$ cat config.mk
export PLATFORM = sky130hd
export DESIGN_NAME = bdu_core
export DESIGN_NICKNAME = d
export VERILOG_FILES = /design/src/verilog/bdu_pkg.sv /design/src/verilog/bdu_core.sv
export SDC_FILE = /design/constraint.sdc
export NUM_CORES = 1
export LEC_CHECK = 0
export ABC_AREA = 1
export BUFFER_PORTS_ARGS = -buffer_cell sky130_fd_sc_hd__buf_2
export CAP_MARGIN = 10
export CORE_MARGIN = 1
export CORE_UTILIZATION = 40
export DETAILED_ROUTE_END_ITERATION = 16
export GPL_TIMING_DRIVEN = 0
export PLACE_DENSITY = 0.67
export SETUP_SLACK_MARGIN = 0.5
export SYNTH_ARGS = -nofsm -noshare
export SYNTH_HDL_FRONTEND = slang
export SYNTH_SLANG_ARGS = --single-unit
$ cat constraint.sdc
create_clock -name i_sys_clk -period 1.8 [get_ports i_sys_clk]
set_clock_uncertainty 0.15 [all_clocks]
set_input_delay 0.09 -clock i_sys_clk [delete_from_list [all_inputs] [get_ports i_sys_clk]]
set_output_delay 0.09 -clock i_sys_clk [all_outputs]
set_load 0.05 [all_outputs]
$ cat src/verilog/bdu_pkg.sv
// Package for the background debug unit command core.
// Assumes a serial front end that delivers whole commands on the same clock.
package bdu_pkg;

    // ------------------------------------------------------------------
    // Command opcodes
    // ------------------------------------------------------------------
    localparam logic [7:0] BDU_OP_ENTER_HALT = 8'h90;
    localparam logic [7:0] BDU_OP_ACK_ON = 8'hd5;
    localparam logic [7:0] BDU_OP_ACK_OFF = 8'hd6;
    localparam logic [7:0] BDU_OP_RD_IN_BYTE = 8'he4;
    localparam logic [7:0] BDU_OP_RD_IN_WORD = 8'hec;
    localparam logic [7:0] BDU_OP_RD_OUT_BYTE = 8'he0;
    localparam logic [7:0] BDU_OP_RD_OUT_WORD = 8'he8;
    localparam logic [7:0] BDU_OP_WR_IN_BYTE = 8'hc4;
    localparam logic [7:0] BDU_OP_WR_IN_WORD = 8'hcc;
    localparam logic [7:0] BDU_OP_WR_OUT_BYTE = 8'hc0;
    localparam logic [7:0] BDU_OP_WR_OUT_WORD = 8'hc8;

    // ------------------------------------------------------------------
    // Debug memory window
    // ------------------------------------------------------------------
    localparam logic [15:0] BDU_WIN_BASE = 16'hff00;
    localparam logic [15:0] BDU_WIN_LAST = 16'hffff;
    localparam logic [15:0] BDU_REG_BASE = 16'hff00;
    localparam logic [15:0] BDU_REG_LAST = 16'hff07;
    localparam logic [15:0] BDU_STATUS_ADDR = 16'hff01;

    // Debug status register field positions
    localparam int BDU_ST_ENABLE = 7;
    localparam int BDU_ST_ACTIVE = 6;
    localparam int BDU_ST_SECURED = 5;
    localparam int BDU_ST_ACK_ON = 4;
    localparam int BDU_ST_UNSECURE_FLAG = 1;
    localparam logic [7:0] BDU_STATUS_RESET = 8'h00;

    // ------------------------------------------------------------------
    // Timing
    // ------------------------------------------------------------------
    localparam int BDU_CLK_MHZ = 125;
    localparam int BDU_STEAL_WAIT_CYC = 128;
    localparam int BDU_REFUSE_DELAY_CYC = 4;
    localparam logic [7:0] BDU_STEAL_LAST = 8'(BDU_STEAL_WAIT_CYC - 1);
    localparam logic [2:0] BDU_REFUSE_LAST = 3'(BDU_REFUSE_DELAY_CYC - 1);

    // ------------------------------------------------------------------
    // Carriers
    // ------------------------------------------------------------------
    typedef struct packed {
        logic [7:0] opcode;
        logic [15:0] addr;
        logic [15:0] data;
    } bdu_cmd_t;

    typedef struct packed {
        logic [15:0] addr;
        logic [15:0] wdata;
        logic write;
        logic hi_en;
        logic lo_en;
        logic map_in;
    } bdu_mem_req_t;

endpackage

$ cat src/verilog/bdu_core.sv
// Background debug unit command core: hardware commands, halt control,
// security gating and cycle stealing on the CPU bus.
// Assumes a serial front end, CPU and memory fabric on i_sys_clk.

`timescale 1ns/100ps
`default_nettype none

module bdu_core
    import bdu_pkg::*;
(
    input wire logic i_sys_clk,                 // 125 MHz bus clock
    input wire logic i_reset_n,                 // Async reset, active low
    input wire logic i_special_mode,            // Strap: special single-chip
    input wire logic i_secured,                 // Strap: security on
    input wire logic i_cmd_valid,               // Hardware command strobe
    input wire bdu_pkg::bdu_cmd_t i_cmd,        // Hardware command fields
    input wire logic i_fw_cmd_valid,            // Firmware command strobe
    input wire logic i_erase_ok,                // Secure firmware: erased
    input wire logic i_erase_fail,              // Secure firmware: not erased
    input wire logic i_fw_resume,               // Firmware leaves halt
    input wire logic i_halt_insn,               // CPU halt instruction
    input wire logic i_ext_tag,                 // External tag reached
    input wire logic i_brk_event,               // Breakpoint force or tag
    input wire logic i_brk_after,               // Breakpoint halts after next
    input wire logic i_insn_done,               // CPU finished an instruction
    input wire logic i_cpu_bus_idle,            // Free CPU bus cycle
    input wire logic i_mem_done,                // Memory access finished
    input wire logic [15:0] i_mem_rdata,        // Memory read word
    input wire logic i_user_rd,                 // User program read strobe
    input wire logic [15:0] i_user_addr,        // User program read address
    output logic o_mem_req_valid,               // Borrowed access request
    output bdu_pkg::bdu_mem_req_t o_mem_req,    // Borrowed access fields
    output logic o_cpu_freeze,                  // Hold CPU bus
    output logic o_cpu_stall,                   // Brief stall, disabled halt
    output logic o_halt_req,                    // Halt after instruction
    output logic o_active,                      // Halted debug state
    output logic o_window_map,                  // Debug window in map
    output logic o_user_hidden,                 // User read of hidden reg
    output logic o_fw_cmd_go,                   // Firmware command may run
    output logic o_rdata_valid,                 // Read data ready, pulse
    output logic [15:0] o_rdata,                // Read data to shift out
    output logic o_busy,                        // Hardware command underway
    output logic o_ack_pulse,                   // Handshake pulse
    output logic o_debug_enable,                // Debug enable bit
    output logic o_unsecure                     // Unsecure flag
);
    import bdu_pkg::*;

    // ------------------------------------------------------------------
    // Decode helpers
    // ------------------------------------------------------------------
    function automatic logic in_regs(input logic [15:0] a);
        return (a >= BDU_REG_BASE) && (a <= BDU_REG_LAST);
    endfunction

    function automatic logic is_mem_op(input logic [7:0] op);
        return (op == BDU_OP_RD_IN_BYTE) || (op == BDU_OP_RD_IN_WORD)
            || (op == BDU_OP_RD_OUT_BYTE) || (op == BDU_OP_RD_OUT_WORD)
            || (op == BDU_OP_WR_IN_BYTE) || (op == BDU_OP_WR_IN_WORD)
            || (op == BDU_OP_WR_OUT_BYTE) || (op == BDU_OP_WR_OUT_WORD);
    endfunction

    // Bit 2 picks mapped-in, bit 3 word, bit 5 read
    function automatic logic op_map_in(input logic [7:0] op);
        return op[2];
    endfunction

    function automatic logic op_word(input logic [7:0] op);
        return op[3];
    endfunction

    function automatic logic op_read(input logic [7:0] op);
        return op[5];
    endfunction

    typedef enum logic [1:0] {
        BDU_S_IDLE,
        BDU_S_WAIT,
        BDU_S_ACCESS
    } bdu_state_t;

    bdu_state_t state;
    logic started;
    logic secured_boot;
    logic ack_on;
    logic halt_from_cmd;
    logic [1:0] halt_wait;
    logic [7:0] steal_cnt;
    logic [2:0] refuse_cnt;
    logic [7:0] cmd_op;
    logic [15:0] cmd_addr;
    logic [15:0] cmd_data;
    logic first_acc;

    logic cmd_take;
    logic cpu_cause;
    logic halt_cmd;
    logic st_wr;
    logic [7:0] status_val;
    logic [15:0] lane_rdata;
    logic issue;

    // ------------------------------------------------------------------
    // Combinational decode
    // ------------------------------------------------------------------
    // New commands ignored while one is underway; host must pace them
    assign cmd_take = i_cmd_valid && !o_busy;
    assign cpu_cause = i_halt_insn || i_ext_tag || i_brk_event;
    assign halt_cmd = cmd_take && (i_cmd.opcode == BDU_OP_ENTER_HALT);
    assign issue = (state == BDU_S_WAIT)
        && (i_cpu_bus_idle || steal_cnt == BDU_STEAL_LAST);

    // In-map write to the status register steers the enable bit
    assign st_wr = cmd_take && is_mem_op(i_cmd.opcode)
        && !op_read(i_cmd.opcode) && op_map_in(i_cmd.opcode)
        && (i_cmd.addr == BDU_STATUS_ADDR);

    always_comb begin
        status_val = BDU_STATUS_RESET;
        status_val[BDU_ST_ENABLE] = o_debug_enable;
        status_val[BDU_ST_ACTIVE] = o_active;
        status_val[BDU_ST_SECURED] = secured_boot;
        status_val[BDU_ST_ACK_ON] = ack_on;
        status_val[BDU_ST_UNSECURE_FLAG] = o_unsecure;
    end

    // Byte reads keep only the addressed lane
    always_comb begin
        lane_rdata = i_mem_rdata;
        if (!op_word(cmd_op)) begin
            if (cmd_addr[0]) begin
                lane_rdata = {8'h00, i_mem_rdata[7:0]};
            end else begin
                lane_rdata = {i_mem_rdata[15:8], 8'h00};
            end
        end
    end

    // ------------------------------------------------------------------
    // Straps and security
    // ------------------------------------------------------------------
    // Straps are caught on the first edge after reset release
    always_ff @(posedge i_sys_clk or negedge i_reset_n) begin
        if (!i_reset_n) begin
            started <= 1'b0;
            secured_boot <= 1'b0;
        end else if (!started) begin
            started <= 1'b1;
            secured_boot <= i_special_mode && i_secured;
        end
    end

    always_ff @(posedge i_sys_clk or negedge i_reset_n) begin
        if (!i_reset_n) begin
            o_unsecure <= 1'b0;
        end else if (started && secured_boot && i_erase_ok) begin
            o_unsecure <= 1'b1;
        end
    end

    always_ff @(posedge i_sys_clk or negedge i_reset_n) begin
        if (!i_reset_n) begin
            o_debug_enable <= 1'b0;
        end else if (!started) begin
            // Secured parts wait for the erase check verdict
            o_debug_enable <= i_special_mode && !i_secured;
        end else if (secured_boot && (i_erase_ok || i_erase_fail)) begin
            o_debug_enable <= 1'b1;
        end else if (st_wr) begin
            // Status sits at an odd address, so it rides the low byte
            o_debug_enable <= i_cmd.data[BDU_ST_ENABLE];
        end
    end

    // ------------------------------------------------------------------
    // Activation and halt
    // ------------------------------------------------------------------
    always_ff @(posedge i_sys_clk or negedge i_reset_n) begin
        if (!i_reset_n) begin
            halt_wait <= 2'd0;
            o_halt_req <= 1'b0;
            halt_from_cmd <= 1'b0;
        end else if (o_active || !o_debug_enable) begin
            halt_wait <= 2'd0;
            o_halt_req <= 1'b0;
            halt_from_cmd <= 1'b0;
        end else if (halt_wait == 2'd0 && (halt_cmd || cpu_cause)) begin
            // Breakpoint after-type waits one extra instruction
            halt_wait <= (i_brk_event && i_brk_after) ? 2'd2 : 2'd1;
            o_halt_req <= 1'b1;
            halt_from_cmd <= halt_cmd;
        end else if (halt_wait != 2'd0 && i_insn_done) begin
            halt_wait <= halt_wait - 2'd1;
            o_halt_req <= (halt_wait != 2'd1);
        end
    end

    always_ff @(posedge i_sys_clk or negedge i_reset_n) begin
        if (!i_reset_n) begin
            o_active <= 1'b0;
        end else if (!started) begin
            o_active <= i_special_mode;
        end else if (halt_wait == 2'd1 && i_insn_done) begin
            o_active <= 1'b1;
        end else if (i_fw_resume) begin
            o_active <= 1'b0;
        end
    end

    // Disabled halt attempt from the CPU side costs a short stall only
    always_ff @(posedge i_sys_clk or negedge i_reset_n) begin
        if (!i_reset_n) begin
            refuse_cnt <= 3'd0;
            o_cpu_stall <= 1'b0;
        end else if (refuse_cnt != 3'd0) begin
            refuse_cnt <= refuse_cnt - 3'd1;
            o_cpu_stall <= (refuse_cnt != 3'd1);
        end else if (started && !o_debug_enable && cpu_cause) begin
            refuse_cnt <= BDU_REFUSE_LAST;
            o_cpu_stall <= 1'b1;
        end
    end

    always_ff @(posedge i_sys_clk or negedge i_reset_n) begin
        if (!i_reset_n) begin
            o_window_map <= 1'b0;
        end else begin
            o_window_map <= o_active;
        end
    end

    // Firmware commands need the halted state and an unsecured part
    always_ff @(posedge i_sys_clk or negedge i_reset_n) begin
        if (!i_reset_n) begin
            o_fw_cmd_go <= 1'b0;
        end else begin
            o_fw_cmd_go <= i_fw_cmd_valid && o_active
                && (!secured_boot || o_unsecure);
        end
    end

    always_ff @(posedge i_sys_clk or negedge i_reset_n) begin
        if (!i_reset_n) begin
            o_user_hidden <= 1'b0;
        end else begin
            o_user_hidden <= i_user_rd && in_regs(i_user_addr);
        end
    end

    // ------------------------------------------------------------------
    // Handshake
    // ------------------------------------------------------------------
    always_ff @(posedge i_sys_clk or negedge i_reset_n) begin
        if (!i_reset_n) begin
            ack_on <= 1'b0;
        end else if (cmd_take && i_cmd.opcode == BDU_OP_ACK_ON) begin
            ack_on <= 1'b1;
        end else if (cmd_take && i_cmd.opcode == BDU_OP_ACK_OFF) begin
            ack_on <= 1'b0;
        end
    end

    always_ff @(posedge i_sys_clk or negedge i_reset_n) begin
        if (!i_reset_n) begin
            o_ack_pulse <= 1'b0;
        end else if (cmd_take && i_cmd.opcode == BDU_OP_ACK_ON) begin
            o_ack_pulse <= 1'b1;
        end else if (halt_from_cmd && halt_wait == 2'd1 && i_insn_done) begin
            o_ack_pulse <= ack_on;
        end else if (state == BDU_S_ACCESS && i_mem_done) begin
            o_ack_pulse <= ack_on;
        end else if (cmd_take && is_mem_op(i_cmd.opcode)
                     && op_map_in(i_cmd.opcode) && in_regs(i_cmd.addr)) begin
            o_ack_pulse <= ack_on;
        end else begin
            o_ack_pulse <= 1'b0;
        end
    end

    // ------------------------------------------------------------------
    // Memory access and cycle stealing
    // ------------------------------------------------------------------
    always_ff @(posedge i_sys_clk or negedge i_reset_n) begin
        if (!i_reset_n) begin
            state <= BDU_S_IDLE;
            cmd_op <= 8'h00;
            cmd_addr <= 16'h0000;
            cmd_data <= 16'h0000;
            steal_cnt <= 8'h00;
        end else begin
            case (state)
                BDU_S_IDLE: begin
                    steal_cnt <= 8'h00;
                    if (cmd_take && is_mem_op(i_cmd.opcode)) begin
                        cmd_op <= i_cmd.opcode;
                        cmd_data <= i_cmd.data;
                        // Words ignore the address lsb
                        cmd_addr <= op_word(i_cmd.opcode)
                            ? {i_cmd.addr[15:1], 1'b0} : i_cmd.addr;
                        // Own registers answer without the bus
                        if (!(op_map_in(i_cmd.opcode)
                              && in_regs(i_cmd.addr))) begin
                            state <= BDU_S_WAIT;
                        end
                    end
                end
                BDU_S_WAIT: begin
                    steal_cnt <= steal_cnt + 8'h01;
                    if (issue) begin
                        state <= BDU_S_ACCESS;
                    end
                end
                BDU_S_ACCESS: begin
                    if (i_mem_done) begin
                        state <= BDU_S_IDLE;
                    end
                end
                default: begin
                    state <= BDU_S_IDLE;
                end
            endcase
        end
    end

    always_ff @(posedge i_sys_clk or negedge i_reset_n) begin
        if (!i_reset_n) begin
            o_mem_req_valid <= 1'b0;
            o_mem_req <= '0;
            first_acc <= 1'b0;
        end else if (issue) begin
            o_mem_req_valid <= 1'b1;
            first_acc <= 1'b1;
            o_mem_req.addr <= cmd_addr;
            o_mem_req.wdata <= cmd_data;
            o_mem_req.write <= !op_read(cmd_op);
            o_mem_req.hi_en <= op_word(cmd_op) || !cmd_addr[0];
            o_mem_req.lo_en <= op_word(cmd_op) || cmd_addr[0];
            o_mem_req.map_in <= op_map_in(cmd_op);
        end else if (state == BDU_S_ACCESS) begin
            first_acc <= 1'b0;
            if (i_mem_done) begin
                o_mem_req_valid <= 1'b0;
                o_mem_req.map_in <= 1'b0;
            end
        end
    end

    // Freeze on a steal, or once an access outlasts its first cycle
    always_ff @(posedge i_sys_clk or negedge i_reset_n) begin
        if (!i_reset_n) begin
            o_cpu_freeze <= 1'b0;
        end else if (issue) begin
            o_cpu_freeze <= !i_cpu_bus_idle;
        end else if (state == BDU_S_ACCESS) begin
            o_cpu_freeze <= !i_mem_done && (first_acc || o_cpu_freeze);
        end else begin
            o_cpu_freeze <= 1'b0;
        end
    end

    always_ff @(posedge i_sys_clk or negedge i_reset_n) begin
        if (!i_reset_n) begin
            o_busy <= 1'b0;
        end else if (cmd_take && is_mem_op(i_cmd.opcode)
                     && !(op_map_in(i_cmd.opcode) && in_regs(i_cmd.addr))) begin
            o_busy <= 1'b1;
        end else if (state == BDU_S_ACCESS && i_mem_done) begin
            o_busy <= 1'b0;
        end
    end

    always_ff @(posedge i_sys_clk or negedge i_reset_n) begin
        if (!i_reset_n) begin
            o_rdata_valid <= 1'b0;
            o_rdata <= 16'h0000;
        end else if (state == BDU_S_ACCESS && i_mem_done) begin
            o_rdata_valid <= op_read(cmd_op);
            if (op_read(cmd_op)) begin
                o_rdata <= lane_rdata;
            end
        end else if (cmd_take && is_mem_op(i_cmd.opcode)
                     && op_map_in(i_cmd.opcode) && in_regs(i_cmd.addr)) begin
            o_rdata_valid <= op_read(i_cmd.opcode);
            if (op_read(i_cmd.opcode)) begin
                // Status sits in the lane its address selects
                o_rdata <= (i_cmd.addr == BDU_STATUS_ADDR)
                    ? {8'h00, status_val} : 16'h0000;
            end
        end else begin
            o_rdata_valid <= 1'b0;
        end
    end

endmodule // bdu_core

`default_nettype wire

==> Yosys cells after proc, flatten, opt, wreduce, memory -nomap -nowiden <==
Index checks and enable logic that the tools add are counted.
{ "word_totals": {"ff_bits": 123, "in_bits": 89, "output_inout_bits": 65, "elab_cells": 193} }
{ "op_classes": {"add_sub_neg": 3, "order_cmp": 4, "n_eq_ne": 25, "muxes": 51, "reduce_logical": 78} }
{ "ops": {"columns": ["operator", "count"], "rows": [
  ["$mux W16", 6],
  ["$eq A8 B8 Y1 const B", 11],
  ["$logic_and A1 B1 Y1", 33],
  ["$ge A16 B16 Y1 const B", 2],
  ["$le A16 B16 Y1 const B", 2],
  ["$mux W1", 32],
  ["$reduce_bool A2 Y1", 10],
  ["$logic_or A1 B1 Y1", 17],
  ["$eq A16 B16 Y1 const B", 1],
  ["$mux W2", 8],
  ["$pmux W8 S2", 1],
  ["$logic_not A1 Y1", 10],
  ["$ne A2 B2 Y1 const B", 5],
  ["$add A8 B1 Y8 const B", 1],
  ["$eq A8 B7 Y1 const B", 1],
  ["$mux W8", 1],
  ["$mux W3", 2],
  ["$ne A3 B1 Y1 const B", 2],
  ["$pmux W2 S3", 1],
  ["$reduce_bool A3 Y1", 2],
  ["$eq A2 B1 Y1 const B", 2],
  ["$logic_not A2 Y1", 2],
  ["$reduce_and A2 Y1", 2],
  ["$reduce_and A4 Y1", 1],
  ["other kinds (6)", 6]
]} }

==> Logic depth before layout (Yosys ltp) <==
{ "depth": {"depth_word": 15, "ltp_mapped": 10, "depth_no_buf": 10} }

==> Worst setup path after synthesis <==
OpenSTA, ideal clock, no wires.
{ "synth_timing": {"path_kind": "register -> register", "from": "register o_busy", "to": "register cmd_addr[0]", "setup_ns": 0.125, "arrival_time_ns": 1.637, "required_time_ns": 1.525, "slack_ns": -0.113, "path_stages_with_launch": 8, "path_buffers": 1, "period_less_slack_ns": 1.913, "cell_sequence": "dfrtp_1 -> nor2_2 -> nand3_2 -> nor3_4 -> nand2_4 -> clkinv_2 -> buf_4 -> o22ai_1"} }
{ "synth_between": {"elab_chain_len": 4} }
{ "synth_lines": {"columns": ["element", "line", "text"], "rows": [
  ["start, declared", "bdu_core.sv:42", "output logic o_busy,"],
  ["start signal, assigned", "bdu_core.sv:363", "o_busy <= 1'b0;"],
  ["start signal, assigned", "bdu_core.sv:366", "o_busy <= 1'b1;"],
  ["start signal, assigned", "bdu_core.sv:368", "o_busy <= 1'b0;"],
  ["$logic_not A1 Y1", "bdu_core.sv:107", "assign cmd_take = i_cmd_valid && !o_busy;"],
  ["$logic_and A1 B1 Y1", "bdu_core.sv:107", null],
  ["$logic_and A1 B1 Y1", "bdu_core.sv:294", "if (cmd_take && is_mem_op(i_cmd.opcode)) begin"],
  ["$reduce_and A2 Y1 (no source line)", null, null],
  ["end signal, assigned", "bdu_core.sv:298", "cmd_addr <= op_word(i_cmd.opcode)"],
  ["end, declared", "bdu_core.sv:91", "logic [15:0] cmd_addr;"]
]} }
No other way between the ends.
A chain may end at the register's enable or synchronous reset.

==> Final worst setup path <==
{ "layout_timing": {"from": "register steal_cnt[1]", "to": "register o_mem_req[16] (netlist bit)"} }
{ "layout_between": {"elab_chain_len": 3} }
{ "layout_lines": {"columns": ["element", "line", "text"], "rows": [
  ["start, declared", "bdu_core.sv:88", "logic [7:0] steal_cnt;"],
  ["start signal, assigned", "bdu_core.sv:308", "steal_cnt <= steal_cnt + 8'h01;"],
  ["$eq A8 B7 Y1", "bdu_core.sv:111", "&& (i_cpu_bus_idle || steal_cnt == BDU_STEAL_LAST);"],
  ["$logic_or A1 B1 Y1", "bdu_core.sv:111", null],
  ["$logic_and A1 B1 Y1", "bdu_core.sv:111", null],
  ["end, declared", "bdu_core.sv:32", "output bdu_pkg::bdu_mem_req_t o_mem_req,"]
]} }
No other way between the ends.

==> metrics.md <==
| Metric | Value |
|---|---|
| GP Congestion | `0.8151` |
| Layout Nets | `1028` |
| Clock transition at path regs | `60 ps` |
| Post-route insts no fill | `1119` |
| Synth Warn # | `0` |
| HP Class | `primary input to register` |
| Ys async rst share | `100.0%` |
| Fin Setup TNS | `-2774 ps` |
| Final Cell Area | `9942 um2` |
| CTS H-tree lvls | `4` |
| Vias per inst | `5.159` |
| Pre-CTS setup slack | `-240.3 ps` |
| First-pass GRT wire length | `29000 um` |
| DP Cell Count | `934` |
| Leak Pwr | `5.014 nW` |
| Power Density | `1122 nW/um2` |
| Synth cell types | `37` |
| Worst Path Required | `1980 ps` |
| Initial DRC count | `566` |
| Die area | `13880 um2` |
| P&R area growth vs syn | `85.35%` |
| Post-DP Area | `6477 um2` |
| Final Cycle Share | `108.0%` |
| Pwr Total | `11.16 mW` |
| Max clock buf depth | `2` |
| Worst VDD drop | `760.0 uV` |
| Status | `finished, violations left` |
| FP Rows | `41` |
| CTS tree | `built` |
| Worst EP arrival | `2130 ps` |
| Largest net degree at the start of global routing | `69` |
| Drt wl/cell | `18.15 um` |
| CP Class | `register to register` |
| Post-layout util | `77.52%` |
| Slack of the critical path | `-144.4 ps` |
| Main synth FF type | `dfrtp_1` |
| Die width | `117.8 um` |
| Initial antenna violation count | `2` |
| First-pass DRT Iterations | `5` |
| Top cell type's share of synthesized area | `55.98%` |
| Port Buf Inserts | `150` |
| Fin Hold WS | `-5.960 ps` |
| Mean Syn Cell Area | `8.779 um2` |
| Total global-route track usage | `26.70%` |
| EDFF count, synth | `0` |
| Fillers | `725` |
| WL final | `20310 um` |
| Final max-slew violation count | `0` |
| Min Tclk post-route | `1944 ps` |
| Routed vias | `5773` |
| Synth top area cells | `dfrtp_1, nand2_1, inv_1` |
| Gr ovfl total | `0` |
| Final hold vios | `1` |
| Worst Path Max Fanout | `10` |
| Cell Area, Synth | `5364 um2` |
| Initial Utilization | `41.82%` |
| Seq/Total Area, Yosys | `55.98%` |
| DRC | `0` |
| Root buffer cell | `clkbuf_16` |
| Vias in the first global route | `5827` |
| Final setup viols | `50` |
| Crit end category | `register` |
| Clock Sinks | `120` |
| Unrepaired setup endpoints after global routing | `true` |
| Startpoint Class | `register` |
| Fmax achieved | `514.3 MHz` |
| Flops & latches, synth | `120` |
| Layout cell share with drive strength beyond 1 | `48.15%` |
| Violated checks | `hold timing, setup timing` |
| Antenna Nets Post-Route | `0` |
| Estimated wirelength of the detail-placed design | `9733 um` |
| Max-capacitance violation count | `0` |
| Total core area | `12820 um2` |
| Measured slew at the worst slew-check pin | `994.2 ps` |
| Clk_lat worst skew | `420 ps` |
| Die Ht | `117.8 um` |
| Slew margin rel. | `33.21%` |
| Cell count after synthesis | `611` |
| Syn_nets | `707` |
| CTS buffer count | `17` |
| Ports | `154` |
| Area leader, netlist | `dfrtp_1` |
power by group:
| part | internal [mW] | total, mW | switching (mW) |
|---|---|---|---|
| logic | 1.33 | 3.59 | 2.27 |
| registers | 3.26 | 3.67 | 0.408 |
| clock network | 2.63 | 3.90 | 1.27 |
| total | 7.22 | 11.2 | 3.94 |
flip-flops by register name (all words and copies together) (netlist names), 2 cells and up:
signal / count
cmd_op: 3
o_rdata: 16
refuse_cnt: 3
cmd_data: 16
steal_cnt: 8
state: 2
o_mem_req: 36
cmd_addr: 16
halt_wait: 2
worst max-delay path: stages, from the launching register on:
cell     delay (ps)
dfrtp_1         410
ha_4            180
nand3_4          90
nor2_4          110
nand3_2         110
o21ai_4         170
buf_12          150
buf_8           110
nand2_8          70
buf_6           150
o21ai_1         160
layout make-up:
| class | count | area (um2) | share of cell area, % |
|---|---|---|---|
| clock inverters | 12 | 222.7 | 2.240 |
| well taps | 172 | 215.2 | 2.165 |
| repair buffers | 298 | 2648 | 26.63 |
| plain buffers | 18 | 262.8 | 2.643 |
| multi-input cells | 391 | 2783 | 27.99 |
| clock buffers | 20 | 446.7 | 4.493 |
| repair inverters | 1 | 16.27 | 0.1636 |
| diodes | 2 | 5.005 | 0.05034 |
| flip-flops and latches | 120 | 3009 | 30.27 |
| inverters | 85 | 334.1 | 3.360 |
repair_timing:
item,CTS,global route
hold endpoints to repair,187,2
pin swaps,35,27
hold buffers,82,1
gates cloned,14,4
gates resized for setup,172,164
setup buffers,36,15
endpoints found under the setup margin,114,152
cell usage after synthesis, drive strengths merged, types with 2 or more instances:
master  number
dfrtp      120
buf         16
nand2      164
nand3b       6
nor3         6
o31ai        3
clkbuf       2
o22ai        3
a21oi        7
nand4        7
o21ai       81
inv         84
ha           7
nand3       53
nor2        44
cells in the final DEF (no fill, tap or decap), types with 5 or more instances in the layout:
cell type	netlist	routed
buf_12	0	10
buf_16	0	9
buf_2	4	105
buf_4	3	33
buf_6	7	35
buf_8	1	13
bufinv_16	0	6
clkbuf_16	0	20
clkbuf_4	0	25
dfrtp_1	120	115
dfrtp_2	0	5
dlygate4sd3_1	0	81
ha_4	0	5
inv_1	83	69
inv_2	1	14
nand2_1	159	102
nand2_2	1	27
nand2_4	4	35
nand3_1	50	27
nand3_2	3	21
nand3_4	0	5
nand3b_1	6	6
nand4_1	6	6
nor2_1	40	32
nor2_2	4	5
nor2_4	0	7
o21ai_0	38	7
o21ai_1	42	27
o21ai_2	0	44
routing by layer:
metal / wire length, um / part of all wire [%] / vias to the layer above / track usage [%]
li1: - / - / 2616 / -
met1: 7928 / 39 / 2836 / 31.76
met2: 10540 / 52 / 254 / 46.21
met3: 1057 / 5.2 / 67 / 5.911
met4: 786 / 3.9 / 0 / 11.62
met5: 0 / 0 / - / 0
cells by family (layout without fill, tap and decap cells):
family | after synthesis | after routing | share of synthesized area, %
and+or+nand+nor | 281 | 284 | 23.40
DFF | 120 | 120 | 55.98
other | 1 | 3 | 0.06991
AOI/OAI and AO/OA | 97 | 97 | 9.657
buffers and inverters | 103 | 434 | 8.934
adders and majority gates | 7 | 7 | 1.633
xor gates and xnor gates | 2 | 2 | 0.3266
worst paths after layout:
check,start,to,slack [ps],cells after the start
min in group asynchronous,i_reset_n,o_mem_req[8],60,2
max in group asynchronous,i_reset_n,o_active,730,3
setup / recovery,steal_cnt[1],o_mem_req[16],-140,10
hold / removal,i_cmd[39],halt_from_cmd,-6,5
setup reg to reg,steal_cnt[1],o_mem_req[16],-140,10
hold reg to reg,o_mem_req[31],o_mem_req[31],340,2
No activity file was read; power rests on OpenSTA's default activity.
